`config.mk`:
```
export PLATFORM = sky130hd
export DESIGN_NAME = dbs_supervisor
export DESIGN_NICKNAME = d
export VERILOG_FILES = /design/src/logic/dbs_pkg.sv /design/src/logic/dbs_supervisor.sv
export VERILOG_INCLUDE_DIRS = /design/src /design/src/logic
export SDC_FILE = /design/constraint.sdc
export NUM_CORES = 1
export LEC_CHECK = 0
export ABC_AREA = 1
export BUFFER_PORTS_ARGS = -buffer_cell sky130_fd_sc_hd__buf_2
export CAP_MARGIN = 5
export CORE_UTILIZATION = 40
export CTS_CLUSTER_DIAMETER = 150
export CTS_CLUSTER_SIZE = 16
export DETAILED_ROUTE_END_ITERATION = 12
export HOLD_SLACK_MARGIN = 0.15
export SYNTH_ARGS = -nofsm -noshare
export SYNTH_HDL_FRONTEND = slang
export SYNTH_SLANG_ARGS = --single-unit
```
`constraint.sdc`:
```
create_clock -name i_clk_sys -period 1.47 [get_ports i_clk_sys]
set_input_delay 0.2205 -clock i_clk_sys [delete_from_list [all_inputs] [get_ports i_clk_sys]]
set_output_delay 0.2205 -clock i_clk_sys [all_outputs]
set_load 0.01 [all_outputs]
```
`src/logic/dbs_defines.svh`:
```
// Constants of the dual buck fault supervisor: register map, field positions, reset values and timing.
// Assumes a 25 MHz system clock. The analog comparators sit outside and report through flag pins.
`ifndef DBS_DEFINES_SVH
`define DBS_DEFINES_SVH

`define DBS_OFS_CTRL       8'h00
`define DBS_OFS_STATUS     8'h04
`define DBS_CTRL_SW_OFF    0
`define DBS_CTRL_RST       32'h0000_0000
`define DBS_ST_OVL0        0
`define DBS_ST_OVL1        1
`define DBS_ST_UVL         2
`define DBS_ST_PG0         3
`define DBS_ST_PG1         4
`define DBS_ST_OTEMP       5
`define DBS_ST_REF         6
`define DBS_ST_RUN0        7
`define DBS_ST_RUN1        8
`define DBS_RESP_OKAY      2'b00
`define DBS_RESP_SLVERR    2'b10

`define DBS_CLK_NS         40
`define DBS_TICK_NS        4000
`define DBS_TICK_CYC       ((`DBS_TICK_NS) / (`DBS_CLK_NS))
`define DBS_PG_TICKS       256
`define DBS_UV_TICKS       128

`endif

```
`src/logic/dbs_pkg.sv`:
```
// Types of the dual buck fault supervisor.
// Assumes the AXI4-Lite master keeps the published channel rules.
package dbs_pkg;

   typedef enum logic [1:0] {
      DBS_CH_OFF  = 2'b00,
      DBS_CH_WAIT = 2'b01,
      DBS_CH_RUN  = 2'b11
   } dbs_ch_st_t;

   typedef struct packed {
      logic        awvalid;
      logic [7:0]  awaddr;
      logic        wvalid;
      logic [31:0] wdata;
      logic [3:0]  wstrb;
      logic        bready;
      logic        arvalid;
      logic [7:0]  araddr;
      logic        rready;
   } dbs_axi_req_t;

   typedef struct packed {
      logic        awready;
      logic        wready;
      logic        bvalid;
      logic [1:0]  bresp;
      logic        arready;
      logic        rvalid;
      logic [31:0] rdata;
      logic [1:0]  rresp;
   } dbs_axi_rsp_t;

endpackage : dbs_pkg

```
`src/logic/dbs_supervisor.sv`:
```
// Protection and sequencing supervisor for a two-channel step-down controller, with AXI4-Lite registers.
// Assumes all flag pins are asynchronous and i_rst_n is low while the driver supply is locked out.
`timescale 1ns/1ps
`include "dbs_defines.svh"

module dbs_supervisor (
   input  wire logic                  i_clk_sys,
   input  wire logic                  i_rst_n,
   input  wire logic [1:0]            i_enable_ch,
   input  wire logic                  i_enable_ldo_5v,
   input  wire logic                  i_enable_ldo_3v3,
   input  wire logic [1:0]            i_pwm_high_req,
   input  wire logic [1:0]            i_pwm_low_req,
   input  wire logic [1:0]            i_ov_flag,
   input  wire logic [1:0]            i_uv_flag_nominal,
   input  wire logic [1:0]            i_uv_flag_lowered,
   input  wire logic [1:0]            i_oc_flag_resistor,
   input  wire logic [1:0]            i_oc_flag_rdson,
   input  wire logic                  i_sense_select_resistor,
   input  wire logic [1:0]            i_fb_in_wide_window,
   input  wire logic [1:0]            i_fb_in_narrow_window,
   input  wire logic [1:0]            i_ss_above_nominal,
   input  wire logic [1:0]            i_ss_reached_output,
   input  wire logic                  i_rail_5v_low,
   input  wire logic                  i_output_ch1_above_switchover,
   input  wire logic                  i_over_temp,
   input  wire logic                  i_ref_shorted,
   input  wire dbs_pkg::dbs_axi_req_t i_axi,
   output dbs_pkg::dbs_axi_rsp_t      o_axi,
   output logic [1:0]                 o_high_side_gate,
   output logic [1:0]                 o_low_side_gate,
   output logic [1:0]                 o_discharge,
   output logic [1:0]                 o_power_ok,
   output logic                       o_rail_5v_ldo_on,
   output logic                       o_rail_3v3_ldo_on,
   output logic                       o_aux_reference_on
);
   import dbs_pkg::*;

   localparam int NPIN = 27;
   localparam logic [6:0] TICK_LAST = 7'(`DBS_TICK_CYC - 1);
   localparam logic [8:0] PG_DONE   = 9'(`DBS_PG_TICKS);
   localparam logic [7:0] UV_DONE   = 8'(`DBS_UV_TICKS);

   // ---------------------------------------------------------------
   // Pin synchronisers
   // ---------------------------------------------------------------
   logic [NPIN-1:0] pin_raw;
   logic [NPIN-1:0] s1_r;
   logic [NPIN-1:0] s2_r;
   logic [NPIN-1:0] s3_r;
   logic [NPIN-1:0] f_r;

   assign pin_raw = {i_enable_ch, i_enable_ldo_5v, i_enable_ldo_3v3, i_ov_flag, i_uv_flag_nominal,
                     i_uv_flag_lowered, i_oc_flag_resistor, i_oc_flag_rdson, i_sense_select_resistor,
                     i_fb_in_wide_window, i_fb_in_narrow_window, i_ss_above_nominal, i_ss_reached_output,
                     i_rail_5v_low, i_output_ch1_above_switchover, i_over_temp, i_ref_shorted};

   // A bit is taken once the second and third stages agree.
   always_ff @(posedge i_clk_sys or negedge i_rst_n)
   begin
      if (!i_rst_n)
      begin
         s1_r <= '0;
         s2_r <= '0;
         s3_r <= '0;
         f_r  <= '0;
      end
      else
      begin
         s1_r <= pin_raw;
         s2_r <= s1_r;
         s3_r <= s2_r;
         for (int k = 0; k < NPIN; k++)
         begin
            if (s2_r[k] == s3_r[k])
            begin
               f_r[k] <= s3_r[k];
            end
         end
      end
   end

   logic [1:0] en;
   logic       en5;
   logic       en3;
   logic [1:0] ov;
   logic [1:0] uv_nom;
   logic [1:0] uv_low;
   logic [1:0] oc_res;
   logic [1:0] oc_rds;
   logic       sel_res;
   logic [1:0] wide;
   logic [1:0] narrow;
   logic [1:0] ss_nom;
   logic [1:0] ss_out;
   logic       rail_low;
   logic       ch1_high;
   logic       otemp;
   logic       ref_short;

   assign {en, en5, en3, ov, uv_nom, uv_low, oc_res, oc_rds, sel_res, wide, narrow, ss_nom, ss_out,
           rail_low, ch1_high, otemp, ref_short} = f_r;

   // ---------------------------------------------------------------
   // Internal 4 us tick
   // ---------------------------------------------------------------
   logic [6:0] div_r;
   logic       tick;

   always_ff @(posedge i_clk_sys or negedge i_rst_n)
   begin
      if (!i_rst_n)
      begin
         div_r <= '0;
      end
      else
      begin
         div_r <= (div_r == TICK_LAST) ? 7'h00 : div_r + 7'h01;
      end
   end
   assign tick = (div_r == TICK_LAST);

   // ---------------------------------------------------------------
   // Registers and fault latches
   // ---------------------------------------------------------------
   logic [31:0] ctrl_r;
   logic [1:0]  en_d_r;
   logic [1:0]  en_rise;
   logic [1:0]  ov_lat_r;
   logic        uv_lat_r;
   logic [1:0]  uv_arm_r;
   logic [7:0]  uv_cnt_r [2];
   logic [1:0]  uv_sel;
   logic        ov_any;
   logic        sw_off;

   assign en_rise = en & ~en_d_r;
   assign ov_any  = |ov_lat_r;
   assign sw_off  = ctrl_r[`DBS_CTRL_SW_OFF];
   assign uv_sel  = rail_low ? uv_low : uv_nom;

   always_ff @(posedge i_clk_sys or negedge i_rst_n)
   begin
      if (!i_rst_n)
      begin
         en_d_r   <= '0;
         ov_lat_r <= '0;
         uv_lat_r <= 1'b0;
         uv_arm_r <= '0;
         uv_cnt_r <= '{default: 8'h00};
      end
      else
      begin
         en_d_r <= en;
         for (int c = 0; c < 2; c++)
         begin
            if (ov[c])
            begin
               ov_lat_r[c] <= 1'b1;
            end
            else if (en_rise[c] || otemp)
            begin
               ov_lat_r[c] <= 1'b0;
            end
            if (!en[c])
            begin
               uv_arm_r[c] <= 1'b0;
            end
            else if (ss_nom[c])
            begin
               uv_arm_r[c] <= 1'b1;
            end
            if (!(uv_sel[c] && uv_arm_r[c]))
            begin
               uv_cnt_r[c] <= 8'h00;
            end
            else if (tick && uv_cnt_r[c] != UV_DONE)
            begin
               uv_cnt_r[c] <= uv_cnt_r[c] + 8'h01;
            end
         end
         if (uv_cnt_r[0] == UV_DONE || uv_cnt_r[1] == UV_DONE)
         begin
            uv_lat_r <= 1'b1;
         end
         else if ((|en_rise) || otemp)
         begin
            uv_lat_r <= 1'b0;
         end
      end
   end

   // ---------------------------------------------------------------
   // Channel sequencing and gate commands
   // ---------------------------------------------------------------
   dbs_ch_st_t st_r [2];
   logic [1:0] run_ok;
   logic [1:0] oc_hold_r;
   logic [1:0] hi_r;
   logic [1:0] lo_r;
   logic [1:0] dis_r;
   logic [1:0] oc;

   assign oc = sel_res ? oc_res : oc_rds;

   // Supply lockout acts through the reset, so every latch and counter restarts on recovery.
   always_comb
   begin
      for (int c = 0; c < 2; c++)
      begin
         run_ok[c] = en[c] && !ov_any && !uv_lat_r && !otemp && !ref_short && !sw_off;
      end
   end

   always_ff @(posedge i_clk_sys or negedge i_rst_n)
   begin
      if (!i_rst_n)
      begin
         st_r      <= '{default: DBS_CH_OFF};
         oc_hold_r <= '0;
         hi_r      <= '0;
         lo_r      <= '0;
         dis_r     <= 2'b11;
      end
      else
      begin
         for (int c = 0; c < 2; c++)
         begin
            unique case (st_r[c])
               DBS_CH_OFF:  if (run_ok[c]) st_r[c] <= DBS_CH_WAIT;
               DBS_CH_WAIT: if (!run_ok[c]) st_r[c] <= DBS_CH_OFF;
                            else if (ss_out[c]) st_r[c] <= DBS_CH_RUN;
               DBS_CH_RUN:  if (!run_ok[c]) st_r[c] <= DBS_CH_OFF;
               default:     st_r[c] <= DBS_CH_OFF;
            endcase
            dis_r[c] <= !run_ok[c];
            if (lo_r[c] && oc[c])
            begin
               oc_hold_r[c] <= 1'b1;
            end
            else if (!oc[c])
            begin
               oc_hold_r[c] <= 1'b0;
            end
            if (ov_lat_r[c])
            begin
               hi_r[c] <= 1'b0;
               lo_r[c] <= 1'b1;
            end
            else if (!run_ok[c] || st_r[c] != DBS_CH_RUN)
            begin
               hi_r[c] <= 1'b0;
               lo_r[c] <= 1'b0;
            end
            else
            begin
               hi_r[c] <= i_pwm_high_req[c] && (hi_r[c] || !oc_hold_r[c]);
               lo_r[c] <= i_pwm_low_req[c] && !i_pwm_high_req[c];
            end
         end
      end
   end

   // ---------------------------------------------------------------
   // Power-good qualification
   // ---------------------------------------------------------------
   logic [8:0] pg_cnt_r [2];
   logic [1:0] pg_r;
   logic       pg_force;

   assign pg_force = ov_any || uv_lat_r || otemp || ref_short;

   always_ff @(posedge i_clk_sys or negedge i_rst_n)
   begin
      if (!i_rst_n)
      begin
         pg_cnt_r <= '{default: 9'h000};
         pg_r     <= '0;
      end
      else
      begin
         for (int c = 0; c < 2; c++)
         begin
            if (pg_force || st_r[c] != DBS_CH_RUN || !narrow[c])
            begin
               pg_cnt_r[c] <= 9'h000;
            end
            else if (tick && pg_cnt_r[c] != PG_DONE)
            begin
               pg_cnt_r[c] <= pg_cnt_r[c] + 9'h001;
            end
            if (pg_force || !run_ok[c] || !wide[c])
            begin
               pg_r[c] <= 1'b0;
            end
            else if (pg_cnt_r[c] == PG_DONE)
            begin
               pg_r[c] <= 1'b1;
            end
         end
      end
   end

   // ---------------------------------------------------------------
   // Standby regulators and auxiliary reference
   // ---------------------------------------------------------------
   logic ldo5_r;
   logic ldo3_r;
   logic ref_r;

   always_ff @(posedge i_clk_sys or negedge i_rst_n)
   begin
      if (!i_rst_n)
      begin
         ldo5_r <= 1'b0;
         ldo3_r <= 1'b0;
         ref_r  <= 1'b0;
      end
      else
      begin
         // The regulator enable alone never stops the switchers; the system drops it together with channel 0 only.
         ldo5_r <= en5 && !otemp && !ch1_high;
         ldo3_r <= en3 && !otemp;
         if (otemp)
         begin
            ref_r <= 1'b0;
         end
         else if (en5 && en3)
         begin
            ref_r <= 1'b1;
         end
         else if (st_r[0] == DBS_CH_OFF && st_r[1] == DBS_CH_OFF)
         begin
            ref_r <= 1'b0;
         end
      end
   end

   // ---------------------------------------------------------------
   // AXI4-Lite slave
   // ---------------------------------------------------------------
   logic        awrdy_r;
   logic        wrdy_r;
   logic        bvld_r;
   logic [1:0]  bresp_r;
   logic        arrdy_r;
   logic        rvld_r;
   logic [31:0] rdata_r;
   logic [1:0]  rresp_r;
   logic [7:0]  waddr_r;
   logic [31:0] wdata_r;
   logic [3:0]  wstrb_r;
   logic [31:0] status;

   always_comb
   begin
      status                 = 32'h0000_0000;
      status[`DBS_ST_OVL0]   = ov_lat_r[0];
      status[`DBS_ST_OVL1]   = ov_lat_r[1];
      status[`DBS_ST_UVL]    = uv_lat_r;
      status[`DBS_ST_PG0]    = pg_r[0];
      status[`DBS_ST_PG1]    = pg_r[1];
      status[`DBS_ST_OTEMP]  = otemp;
      status[`DBS_ST_REF]    = ref_r;
      status[`DBS_ST_RUN0]   = (st_r[0] == DBS_CH_RUN);
      status[`DBS_ST_RUN1]   = (st_r[1] == DBS_CH_RUN);
   end

   always_ff @(posedge i_clk_sys or negedge i_rst_n)
   begin
      if (!i_rst_n)
      begin
         awrdy_r <= 1'b1;
         wrdy_r  <= 1'b1;
         bvld_r  <= 1'b0;
         bresp_r <= `DBS_RESP_OKAY;
         waddr_r <= '0;
         wdata_r <= '0;
         wstrb_r <= '0;
         ctrl_r  <= `DBS_CTRL_RST;
      end
      else
      begin
         if (i_axi.awvalid && awrdy_r)
         begin
            waddr_r <= i_axi.awaddr;
            awrdy_r <= 1'b0;
         end
         if (i_axi.wvalid && wrdy_r)
         begin
            wdata_r <= i_axi.wdata;
            wstrb_r <= i_axi.wstrb;
            wrdy_r  <= 1'b0;
         end
         if (!awrdy_r && !wrdy_r && !bvld_r)
         begin
            bvld_r  <= 1'b1;
            bresp_r <= `DBS_RESP_OKAY;
            if (waddr_r == `DBS_OFS_CTRL)
            begin
               for (int b = 0; b < 4; b++)
               begin
                  if (wstrb_r[b])
                  begin
                     ctrl_r[8*b +: 8] <= wdata_r[8*b +: 8];
                  end
               end
            end
            else if (waddr_r != `DBS_OFS_STATUS)
            begin
               bresp_r <= `DBS_RESP_SLVERR;
            end
         end
         if (bvld_r && i_axi.bready)
         begin
            bvld_r  <= 1'b0;
            awrdy_r <= 1'b1;
            wrdy_r  <= 1'b1;
         end
      end
   end

   always_ff @(posedge i_clk_sys or negedge i_rst_n)
   begin
      if (!i_rst_n)
      begin
         arrdy_r <= 1'b1;
         rvld_r  <= 1'b0;
         rdata_r <= '0;
         rresp_r <= `DBS_RESP_OKAY;
      end
      else if (i_axi.arvalid && arrdy_r)
      begin
         arrdy_r <= 1'b0;
         rvld_r  <= 1'b1;
         rresp_r <= `DBS_RESP_OKAY;
         unique case (i_axi.araddr)
            `DBS_OFS_CTRL:   rdata_r <= ctrl_r;
            `DBS_OFS_STATUS: rdata_r <= status;
            default:
            begin
               rdata_r <= 32'h0000_0000;
               rresp_r <= `DBS_RESP_SLVERR;
            end
         endcase
      end
      else if (rvld_r && i_axi.rready)
      begin
         rvld_r  <= 1'b0;
         arrdy_r <= 1'b1;
      end
   end

   assign o_axi = '{awready: awrdy_r, wready: wrdy_r, bvalid: bvld_r, bresp: bresp_r,
                    arready: arrdy_r, rvalid: rvld_r, rdata: rdata_r, rresp: rresp_r};
   assign o_high_side_gate   = hi_r;
   assign o_low_side_gate    = lo_r;
   assign o_discharge        = dis_r;
   assign o_power_ok         = pg_r;
   assign o_rail_5v_ldo_on   = ldo5_r;
   assign o_rail_3v3_ldo_on  = ldo3_r;
   assign o_aux_reference_on = ref_r;
endmodule : dbs_supervisor

```
After elaboration in Yosys (flattened, before gate mapping) --
Index checks and enable logic that the tools add are counted.
Word-level totals: register bits 290, input port bits 90, output and inout port bits 52, word-level logic and storage cells 292
Cells by class: add/sub/neg operators 5, eq/ne operators 56, multiplexer cells 64, bitwise logic cells 2, reduce and logical (&&, ||, !) cells 97
Operators by type and width (number):
- $pmux 32 s2 | 1
- $mux 1 | 39
- $mux 9 | 4
- $logic_and 1x1->1 | 34
- $mux 8 | 4
- $eq 1x1->1 | 27
- $mux 2 | 13
- $reduce_bool 2->1 | 11
- $logic_not 1->1 | 19
- $logic_or 1x1->1 | 19
- $add 9x1->9 const B | 2
- $eq 9x9->1 const B | 2
- $ne 9x9->1 const B | 2
- $reduce_and 3->1 | 6
- $add 8x1->8 const B | 2
- $eq 8x8->1 const B | 2
- $logic_not 8->1 | 2
- $ne 2x2->1 const B | 8
- $ne 8x8->1 const B | 2
- $pmux 2 s3 | 2
- $eq 8x3->1 const B | 1
- $ne 2x1->1 const B | 4
- $ne 8x3->1 const B | 1
- $add 7x1->7 const B | 1
- 10 further kinds | 16

Longest topological paths before layout --
Gate-level depths: netlist of the first run.
depth after elaboration 11, gate-level depth with buffers 10, mapped depth without buffers 10

Worst setup path after synthesis of the first run --
OpenSTA, ideal clock, no wires.
kind reg-to-reg, start point reg pg_cnt_r[0] (netlist bit), end point reg pg_cnt_r[8] (netlist bit), library setup time 0.118 ns, data arrival time 1.265 ns, required time 1.352 ns, slack 0.087 ns, cell stages (with the launch flop) 10, buffers on the path 0, period minus slack after synthesis 1.383 ns, cells stage by stage dfrtp_1 inv_1 ha_1 nand2_1 nor2_1 nand2_2 nand2_1 nand2_1 nand3_1 nand2_1
Between the ends: longest elaborated chain between the ends 3, elaborated cells on any way between the ends 6, those cells by class add/sub: 1; eq/ne: 1; mux: 2; reduce/logical: 2
Ends and longest elaborated chain:
- from (decl) | RTL line dbs_supervisor.sv:268 | logic [8:0] pg_cnt_r [2];
- from (signal, indexed assignment) | RTL line dbs_supervisor.sv:291 | pg_cnt_r[c] <= pg_cnt_r[c] + 9'h001;
- $add 9x1->9 / $ne 9x9->1 (equally long branches) | RTL line dbs_supervisor.sv:291, dbs_supervisor.sv:289
- $mux 9 / $logic_and 1x1->1 (equally long branches) | RTL line dbs_supervisor.sv:289 | else if (tick && pg_cnt_r[c] != PG_DONE)
- $mux 9 / $reduce_bool 2->1 (equally long branches)
Several ways; a longest one is shown, not always the timed one. The select of a mux whose other input is x is not followed. A chain may end at the register's enable or synchronous reset.

Final worst setup path of the first run --
start point reg div_r[1], end point reg pg_cnt_r[2] (netlist bit)
Between the ends: longest elaborated chain between the ends 3
Ends and longest elaborated chain:
- from (decl) | RTL line dbs_supervisor.sv:108 | logic [6:0] div_r;
- from (signal assigned) | RTL line dbs_supervisor.sv:119 | div_r <= (div_r == TICK_LAST) ? 7'h00 : div_r + 7'h01;
- $eq 7x7->1 | RTL line dbs_supervisor.sv:122 | assign tick = (div_r == TICK_LAST);
- $logic_and 1x1->1 | RTL line dbs_supervisor.sv:289
- $reduce_bool 2->1 (no source line)
Every way passes these cells.

==> impl_metrics.csv, run 1 <==
group,metric,value,unit
global_routing,grtUsageTotal,17.8,%
placed_design,placement.setup.worst_slack,-0.0948,ns
worst_setup_path,cp.arrival,1.87,ns
synthesis,ys_top_cells_by_area,"dfrtp_1 (64%), nand2_1 (9.8%), nand3_1 (4.6%)",
timing,rsz0062_at_grt,"yes",
timing,fmaxAchievable,704,MHz
global_routing,grt.overflow.total,0,
synthesis,post_synthesis_cell_area,0.0111,mm2
worst_setup_path,cp_cell_sequence,"ha_2, nand2_2, nor2_4, buf_6, buf_6, buf_8, nand3_2, nand2_1, inv_1, nor2_1",
power,power,17.5,mW
synthesis,most_frequently_used_flop_master_after_synthesis,"dfrtp_1",
floorplan,coreArea,0.0270,mm2
clock_tree,cts.sink_count,288,
drt,routed_wirelength,24000,um
drt,first_pass_iters,4,
timing,hold_violations_final,0,
finish,num_antenna_cells,0,
finish,num-fill-cells,2402,
timing,final-max-slew-violation-count,0,
floorplan,floorplan.io_pins,142,
drt,avgRoutedWirePerCell,14.2,um
floorplan,initial_utilization,41.0,%
worst_setup_path,timing.setup.critical_path_class,"register to register",
synthesis,synthDominantAreaCellType,"dfrtp_1",
placed_design,dpl_cell_area,0.0126,mm2
synthesis,synthMostInstantiatedCell,"nand2_1",
global_routing,maximum_number_of_pins_on_one_net_before_global_route_repair,57,
run,cap_violations,0,
worst_setup_path,max_stage_delay,0.37,ns
min_path,destination_of_the_worst_hold_path,"rdata_r[15]",
timing,timing.setup.tns,0,ns
synthesis,synth.lib_cells_used.distinct,36,
timing,relSlewSlack,63.3,%
timing,period_minus_slack,1.42,ns
drt,detail-route-antenna-nets,0,
power,powerDensity,1220,mW/mm2
drt,drt_drc_violations_left,0,
synthesis,synthesis.yosys.warnings,0,
timing,holdWs,0.289,ns
finish,stdcell_count,1696,
clock_tree,cts_buffer_depth,3,
drt,route.vias.total,7839,
finish,layout_cell_share_with_drive_strength_beyond_1,24.0,%
synthesis,synth-edff-count,0,
clock_tree,clk_pin_slew_worst_paths,0.07,ns
drt,via_per_inst,4.62,
placed_design,io_buffer_count,139,
floorplan,chipHeight,168,um
drt,detailedRoute.firstIterationViolations,454,
min_path,hold_start,"i_axi[3]",
worst_setup_path,ff2ff_setup_slack,0.05,ns
clock_tree,cts-buffers-inserted,21,
worst_setup_path,crit_start_category,"register",
worst_setup_path,crit_required,1.91,ns
worst_setup_path,crit_slowest_cell,"dfrtp_1",
finish,final_nets,1442,
synthesis,synth_async_sr_flop_share,100,%
worst_setup_path,worst_reg_to_reg_path_cell_count,10,
timing,final.period_utilization,96.6,%
power,vdd.ir_drop.worst,0.00103,V
placed_design,numPlacedInstances,1557,
placed_design,dp_hpwl,16300,um
synthesis,synthDominantCellAreaShare,64.0,%
clock_tree,cts_tree,"built",
synthesis,synth_sequential_area_ratio,65.1,%
global_routing,antenna_violations_before_repair,0,
floorplan,core.rowCount,60,
min_path,worst_hold_path_type,"primary input to register",
worst_setup_path,worstReg2RegEnd,"pg_cnt_r[2]",
timing,setup_viol,0,
synthesis,ys_ff_latch,288,
floorplan,die_width,168,um
synthesis,postSynthCellCount,1048,
timing,final_critical_path_setup_slack,0.0493,ns
worst_setup_path,timing.critical_path.mode_cell,"buf_6",
timing,transition_time_at_the_pin_with_the_least_slew_margin,0.549,ns
finish,areaGrowthSynthToFinish,29.5,%
run_status,outcome,"finished, final reports clean",
finish,stdcell_area,0.0143,mm2
clock_tree,clock_latency_reported_for_the_late_side_of_the_worst_skew_pair,0.51,ns
clock_tree,ctsRootBufferMaster,"clkbuf_16",
global_routing,grt_pass1_vias,7940,
clock_tree,ctsHtreeMaxLevel,1,
worst_setup_path,worstReg2RegStart,"div_r[1]",
floorplan,die-area,0.0283,mm2
power,cellLeakagePower,7.27,nW
finish,finalCoreUtilization,53.1,%
worst_setup_path,critPathMaxFanout,8,
synthesis,netlist_top_cells_count,"nand2_1 (288), dfrtp_1 (283), nand3_1 (102), inv_1 (97), nor2_1 (67)",
synthesis,synth.avg_cell_area,10.6,um2
timing,maximum_clock_skew_at_final_layout,0.0106,ns
min_path,worstHoldPathCells,7,
worst_setup_path,worst_setup_path_end_kind,"register",
global_routing,first_pass_grt_wire_length,40800,um
placed_design,gp_congestion,0.818,
how the worst max path moves through the flow:
stage | endpoint | from | depth (start not counted) | slack (ns)
detailed placement | ctrl_r[26] | waddr_r[4] | 6 | -0.09
floorplan | pg_cnt_r[8] | pg_cnt_r[0] | 9 | 0.09
finish | pg_cnt_r[2] | div_r[1] | 10 | 0.05
global route | pg_cnt_r[2] | div_r[3] | 10 | -0.08
CTS | pg_cnt_r[4] | div_r[0] | 9 | -0.01
global placement | ctrl_r[24] | waddr_r[4] | 6 | -0.06
logic make-up (layout without fill, tap and decap cells):
| family | after synthesis | after routing | share of synthesized area [%] |
|---|---|---|---|
| compound gates | 52 | 52 | 2.61 |
| other cells | 1 | 2 | 0.0339 |
| simple gates | 497 | 498 | 19.3 |
| buf+inv | 125 | 430 | 4.71 |
| fa+ha+maj | 36 | 36 | 3.46 |
| xor+xnor | 10 | 10 | 0.791 |
| mux | 39 | 39 | 3.97 |
| flops | 288 | 288 | 65.1 |
state kept, by name, summed over array words and instances (netlist names), 7 cells and up:
signal,count
ctrl_r,32
div_r,7
f_r,27
pg_cnt_r,18
rdata_r,32
s1_r,27
s2_r,27
s3_r,27
uv_cnt_r,16
waddr_r,8
wdata_r,32
worst max-delay path, delay by kind of cell, from the launching register on:
kind	cells	cell delay, ns
adder cells (fa/ha/maj)	1	0.21
buffers and inverters	4	0.40
AND/OR/NAND/NOR	5	0.39
flip-flops	1	0.37
what timing repair did:
action | CTS | global route
endpoints found under the setup margin | 56 | 66
cloned | 1 | 0
hold buffers | 88 | 0
setup buffers | 3 | 13
hold endpoints to repair | 371 | 0
pin swaps | 3 | 20
gates resized for setup | 7 | 43
routing by layer:
layer  vias up  GRT usage, %  wire length [um]  part of all wire, %
met2       118          29.8             11600                   48
met3        27          2.42               816                  3.4
met4         0          3.75               339                  1.4
met1      3758          24.8             11200                   47
met5         -             0                 0                    0
li1       3936             -                 -                    -
power by group:
group	switching (mW)	internal (mW)
clock network	2.64	2.68
registers	0.596	9.02
logic	1.31	1.29
cell usage in the layout (no fill, tap or decap), types with 3 or more instances in the layout:
master           n
nand3_1         96
nor2_4           8
mux2_2          39
nor3_1           3
dfstp_2          5
nor2_1          60
buf_4           50
o21ai_0         24
buf_2          138
buf_6            6
nand3_2          8
nand4_1         16
a21oi_1         14
nand2_1        278
dlygate4sd3_1   88
nor2_2           9
inv_1           93
nand2_2          9
ha_1             8
o21bai_1         4
dfrtp_1        283
inv_2            4
maj3_1          27
buf_12          11
clkbuf_1        13
clkbuf_16       21
xor2_1          10
layout make-up:
cell class                      instances  area [um2]  share of cell area (%)
Sequential cell                       288        7210                    50.3
Tap cell                              341         427                    2.98
Clock buffer                           34         574                    4.01
Inverter                              100         383                    2.67
Multi-Input combinational cell        637        3470                    24.2
Clock inverter                          1        8.76                  0.0611
Timing Repair Buffer                  295        2260                    15.8
Note: power is estimated with default switching activity, not from simulation.
==> run 2: changes to the inputs <==
ABC_AREA = not set   (was 1)
clock period = 1.2 ns   (was 1.47 ns; I/O delays follow)
==> impl_metrics.csv, run 2 <==
group,metric,value,unit
synthesis,synth_adder_area_share,3.64,%
run_status,failing_checks,"setup timing",
clock_tree,cts-buffers-inserted,21,
worst_setup_path,ff2ff_setup_slack,-0.67,ns
worst_setup_path,cp.arrival,2.26,ns
timing,final.period_utilization,156,%
drt,routed_wirelength,24600,um
synthesis,most_frequently_used_flop_master_after_synthesis,"dfrtp_1",
floorplan,chipHeight,164,um
run,cap_violations,0,
power,power,21.7,mW
timing,setup_viol,198,
clock_tree,clk_pin_slew_worst_paths,0.07,ns
placed_design,dp_hpwl,15300,um
finish,layout_cell_share_with_drive_strength_beyond_1,45.3,%
worst_setup_path,worstReg2RegEnd,"ctrl_r[23]",
power,powerDensity,1400,mW/mm2
floorplan,die-area,0.0270,mm2
power,switching_share,24.3,%
global_routing,grt.overflow.total,0,
timing,final_critical_path_setup_slack,-0.670,ns
timing,holdWs,0.125,ns
drt,detailedRoute.firstIterationViolations,313,
global_routing,antenna_violations_before_repair,2,
worst_setup_path,worst_reg_to_reg_path_cell_count,5,
synthesis,yosys.area_share.simple,8.79,%
clock_tree,cts_tree,"built",
synthesis,synth_sequential_area_ratio,68.5,%
placed_design,gp_congestion,0.831,
global_routing,first_pass_grt_wire_length,38700,um
timing,final-max-slew-violation-count,0,
floorplan,core.rowCount,59,
power,comb_power_share,15.4,%
worst_setup_path,worst_setup_path_end_kind,"register",
synthesis,ys_top_cells_by_area,"dfrtp_1 (67%), mux2_2 (8.1%), maj3_1 (2.6%)",
synthesis,synth.avg_cell_area,14.1,um2
power,power.sequential.fraction,54.5,%
floorplan,coreArea,0.0259,mm2
synthesis,synth_top_family_by_area,"multiplexers",
finish,areaGrowthSynthToFinish,47.2,%
synthesis,synthMostInstantiatedCell,"dfrtp_1",
synthesis,synthesis.yosys.warnings,0,
synthesis,synthDominantCellAreaShare,67.3,%
timing,rsz0062_at_grt,"yes",
drt,via_per_inst,4.83,
worst_setup_path,largest_delay_share_family_worst_path,"simple AND/OR/NAND/NOR gates",
timing,period_minus_slack,1.87,ns
drt,route.vias.total,7170,
placed_design,io_buffer_count,139,
timing,maximum_clock_skew_at_final_layout,0.0160,ns
drt,detail-route-antenna-nets,0,
synthesis,synthDominantAreaCellType,"dfrtp_1",
global_routing,maximum_number_of_pins_on_one_net_before_global_route_repair,54,
synthesis,synth_compound_gate_area_share,5.78,%
finish,final_nets,1231,
worst_setup_path,max_stage_delay,0.57,ns
synthesis,synth_xor_xnor_area_share,1.50,%
clock_tree,ctsHtreeMaxLevel,1,
drt,avgRoutedWirePerCell,16.6,um
power,cellLeakagePower,7.22,nW
synthesis,synth_async_sr_flop_share,100,%
clock_tree,cts.sink_count,288,
clock_tree,clock_latency_reported_for_the_late_side_of_the_worst_skew_pair,0.51,ns
synthesis,postSynthCellCount,744,
timing,hold_violations_final,0,
finish,finalCoreUtilization,59.8,%
worst_setup_path,cp_cell_sequence,"or4_4, nor4_4, buf_12, nand2_4, mux2_4",
floorplan,floorplan.io_pins,142,
finish,layout_common_cells,"dfrtp_1 (282), buf_4 (114), buf_2 (112)",
finish,stdcell_area,0.0155,mm2
worst_setup_path,timing.setup.critical_path_class,"register to register",
timing,fmaxAchievable,535,MHz
clock_tree,cts_buffer_depth,3,
worst_setup_path,crit_slowest_cell,"or4_4",
drt,first_pass_iters,4,
finish,top_regs,"ctrl_r (32), rdata_r (32), wdata_r (32)",
synthesis,synth.lib_cells_used.distinct,49,
finish,most_common_cell_after_layout_fill_and_taps_aside,"dfrtp_1",
worst_setup_path,crit_required,1.59,ns
synthesis,synth-edff-count,0,
clock_tree,ctsRootBufferMaster,"clkbuf_16",
worst_setup_path,crit_start_category,"register",
min_path,worst_hold_path_type,"primary input to asynchronous set/reset pin",
run_status,outcome,"finished with violations",
synthesis,netlist_top_cells_count,"dfrtp_1 (283), mux2_2 (76), nor2_1 (34), nand2_1 (28)",
finish,num-fill-cells,1999,
power,vdd.ir_drop.worst,0.00140,V
power,netSwitchingPower,5.26,mW
synthesis,post_synthesis_cell_area,0.0105,mm2
placed_design,dpl_cell_area,0.0126,mm2
clock_tree,postCtsHoldBufs,84,
global_routing,grtUsageTotal,18.2,%
floorplan,initial_utilization,40.6,%
global_routing,grt_pass1_vias,7417,
synthesis,ys_ff_latch,288,
floorplan,die_width,164,um
worst_setup_path,critPathMaxFanout,8,
power,p_int,16.4,mW
worst_setup_path,worstReg2RegStart,"waddr_r[5]",
synthesis,synthMuxAreaShare,9.58,%
worst_setup_path,crit_buf_inv,1,
power,pwr-share-clk,30.2,%
drt,drt_drc_violations_left,0,
-- run 2: changes by cell type in the layout (fill, tap and decap cells not counted), sizes merged, moves of 17 or more --
| cell | change |
|---|---|
| a22o | +23 |
| buf | +97 |
| inv | -72 |
| mux2 | +41 |
| nand2 | -257 |
| nand3 | -83 |
| nor2 | -43 |
| xnor2 | +17 |
-- run 2: metal layers --
layer  up-vias  global-route usage, %  wire length, um
met5         -                      0                0
met4         0                   3.83              380
met3        31                   3.89             1390
met2       136                   31.6            12400
met1      3600                   23.4            10400
li1       3403                      -                -
-- run 2: area by class of cell --
class	instances	area, um2	area share [%]
diodes	2	5.00	0.0323
clock buffers	37	586	3.78
inverters	27	101	0.654
multi-input cells	405	3800	24.5
flip-flops and latches	288	7210	46.6
well taps	335	419	2.70
repair buffers	389	3370	21.8
-- run 2: through the flow --
step | setup WS (ns) | cells | TNS, ns
final | -0.670 | 1483 | -54.99
after global routing | -0.727 | 1483 | -66.99
after CTS | -0.656 | 1466 | -55.04
after detailed placement | -0.650 | 1302 | -48.98
after global placement | -0.609 | 1302 | -44.90
after floorplan | -0.722 | 745 | -42.99
-- run 2: worst register-to-register path, stage by stage (launching register included) --
cell and delay [ns]:
dfrtp_1 0.39, or4_4 0.57, nor4_4 0.21, buf_12 0.18
nand2_4 0.10, mux2_4 0.31
-- run 2: worst max-delay path by stage --
stage | cells after the start | from | end
5_1_grt | 5 | waddr_r[5] | ctrl_r[23]
3_5_place_dp | 5 | waddr_r[5] | ctrl_r[8]
3_3_place_gp | 5 | waddr_r[5] | ctrl_r[8]
2_1_floorplan | 4 | waddr_r[5] | ctrl_r[25]
6_report | 5 | waddr_r[5] | ctrl_r[23]
4_1_cts | 5 | waddr_r[5] | ctrl_r[25]
-- run 2: logic make-up after synthesis --
logic type / count (synthesis)
AO/OA/AOI/OAI: 94
XOR/XNOR: 18
adder cells (fa/ha/maj): 36
buffers and inverters: 52
other: 1
multiplexers: 90
AND/OR/NAND/NOR: 165
flip-flops: 288
-- run 2: power groups by stage --
stage | clock network [mW] | registers (mW) | logic (mW)
after CTS | 6.77 | 11.8 | 3.17
after global routing | 7.15 | 12.0 | 3.60
after floorplan | 0 | 11.8 | 1.62
after global placement | 0 | 11.9 | 2.38
after detailed placement | 0 | 12.0 | 2.46
final | 6.53 | 11.8 | 3.33
-- run 2: repair_timing --
action / CTS / global route
buffers inserted: 39 / 23
endpoints found under the setup margin: 199 / 212
endpoints found under the hold margin: 372 / 15
gates resized for setup: 139 / 93
cloned: 6 / 3
pin swaps: 62 / 53
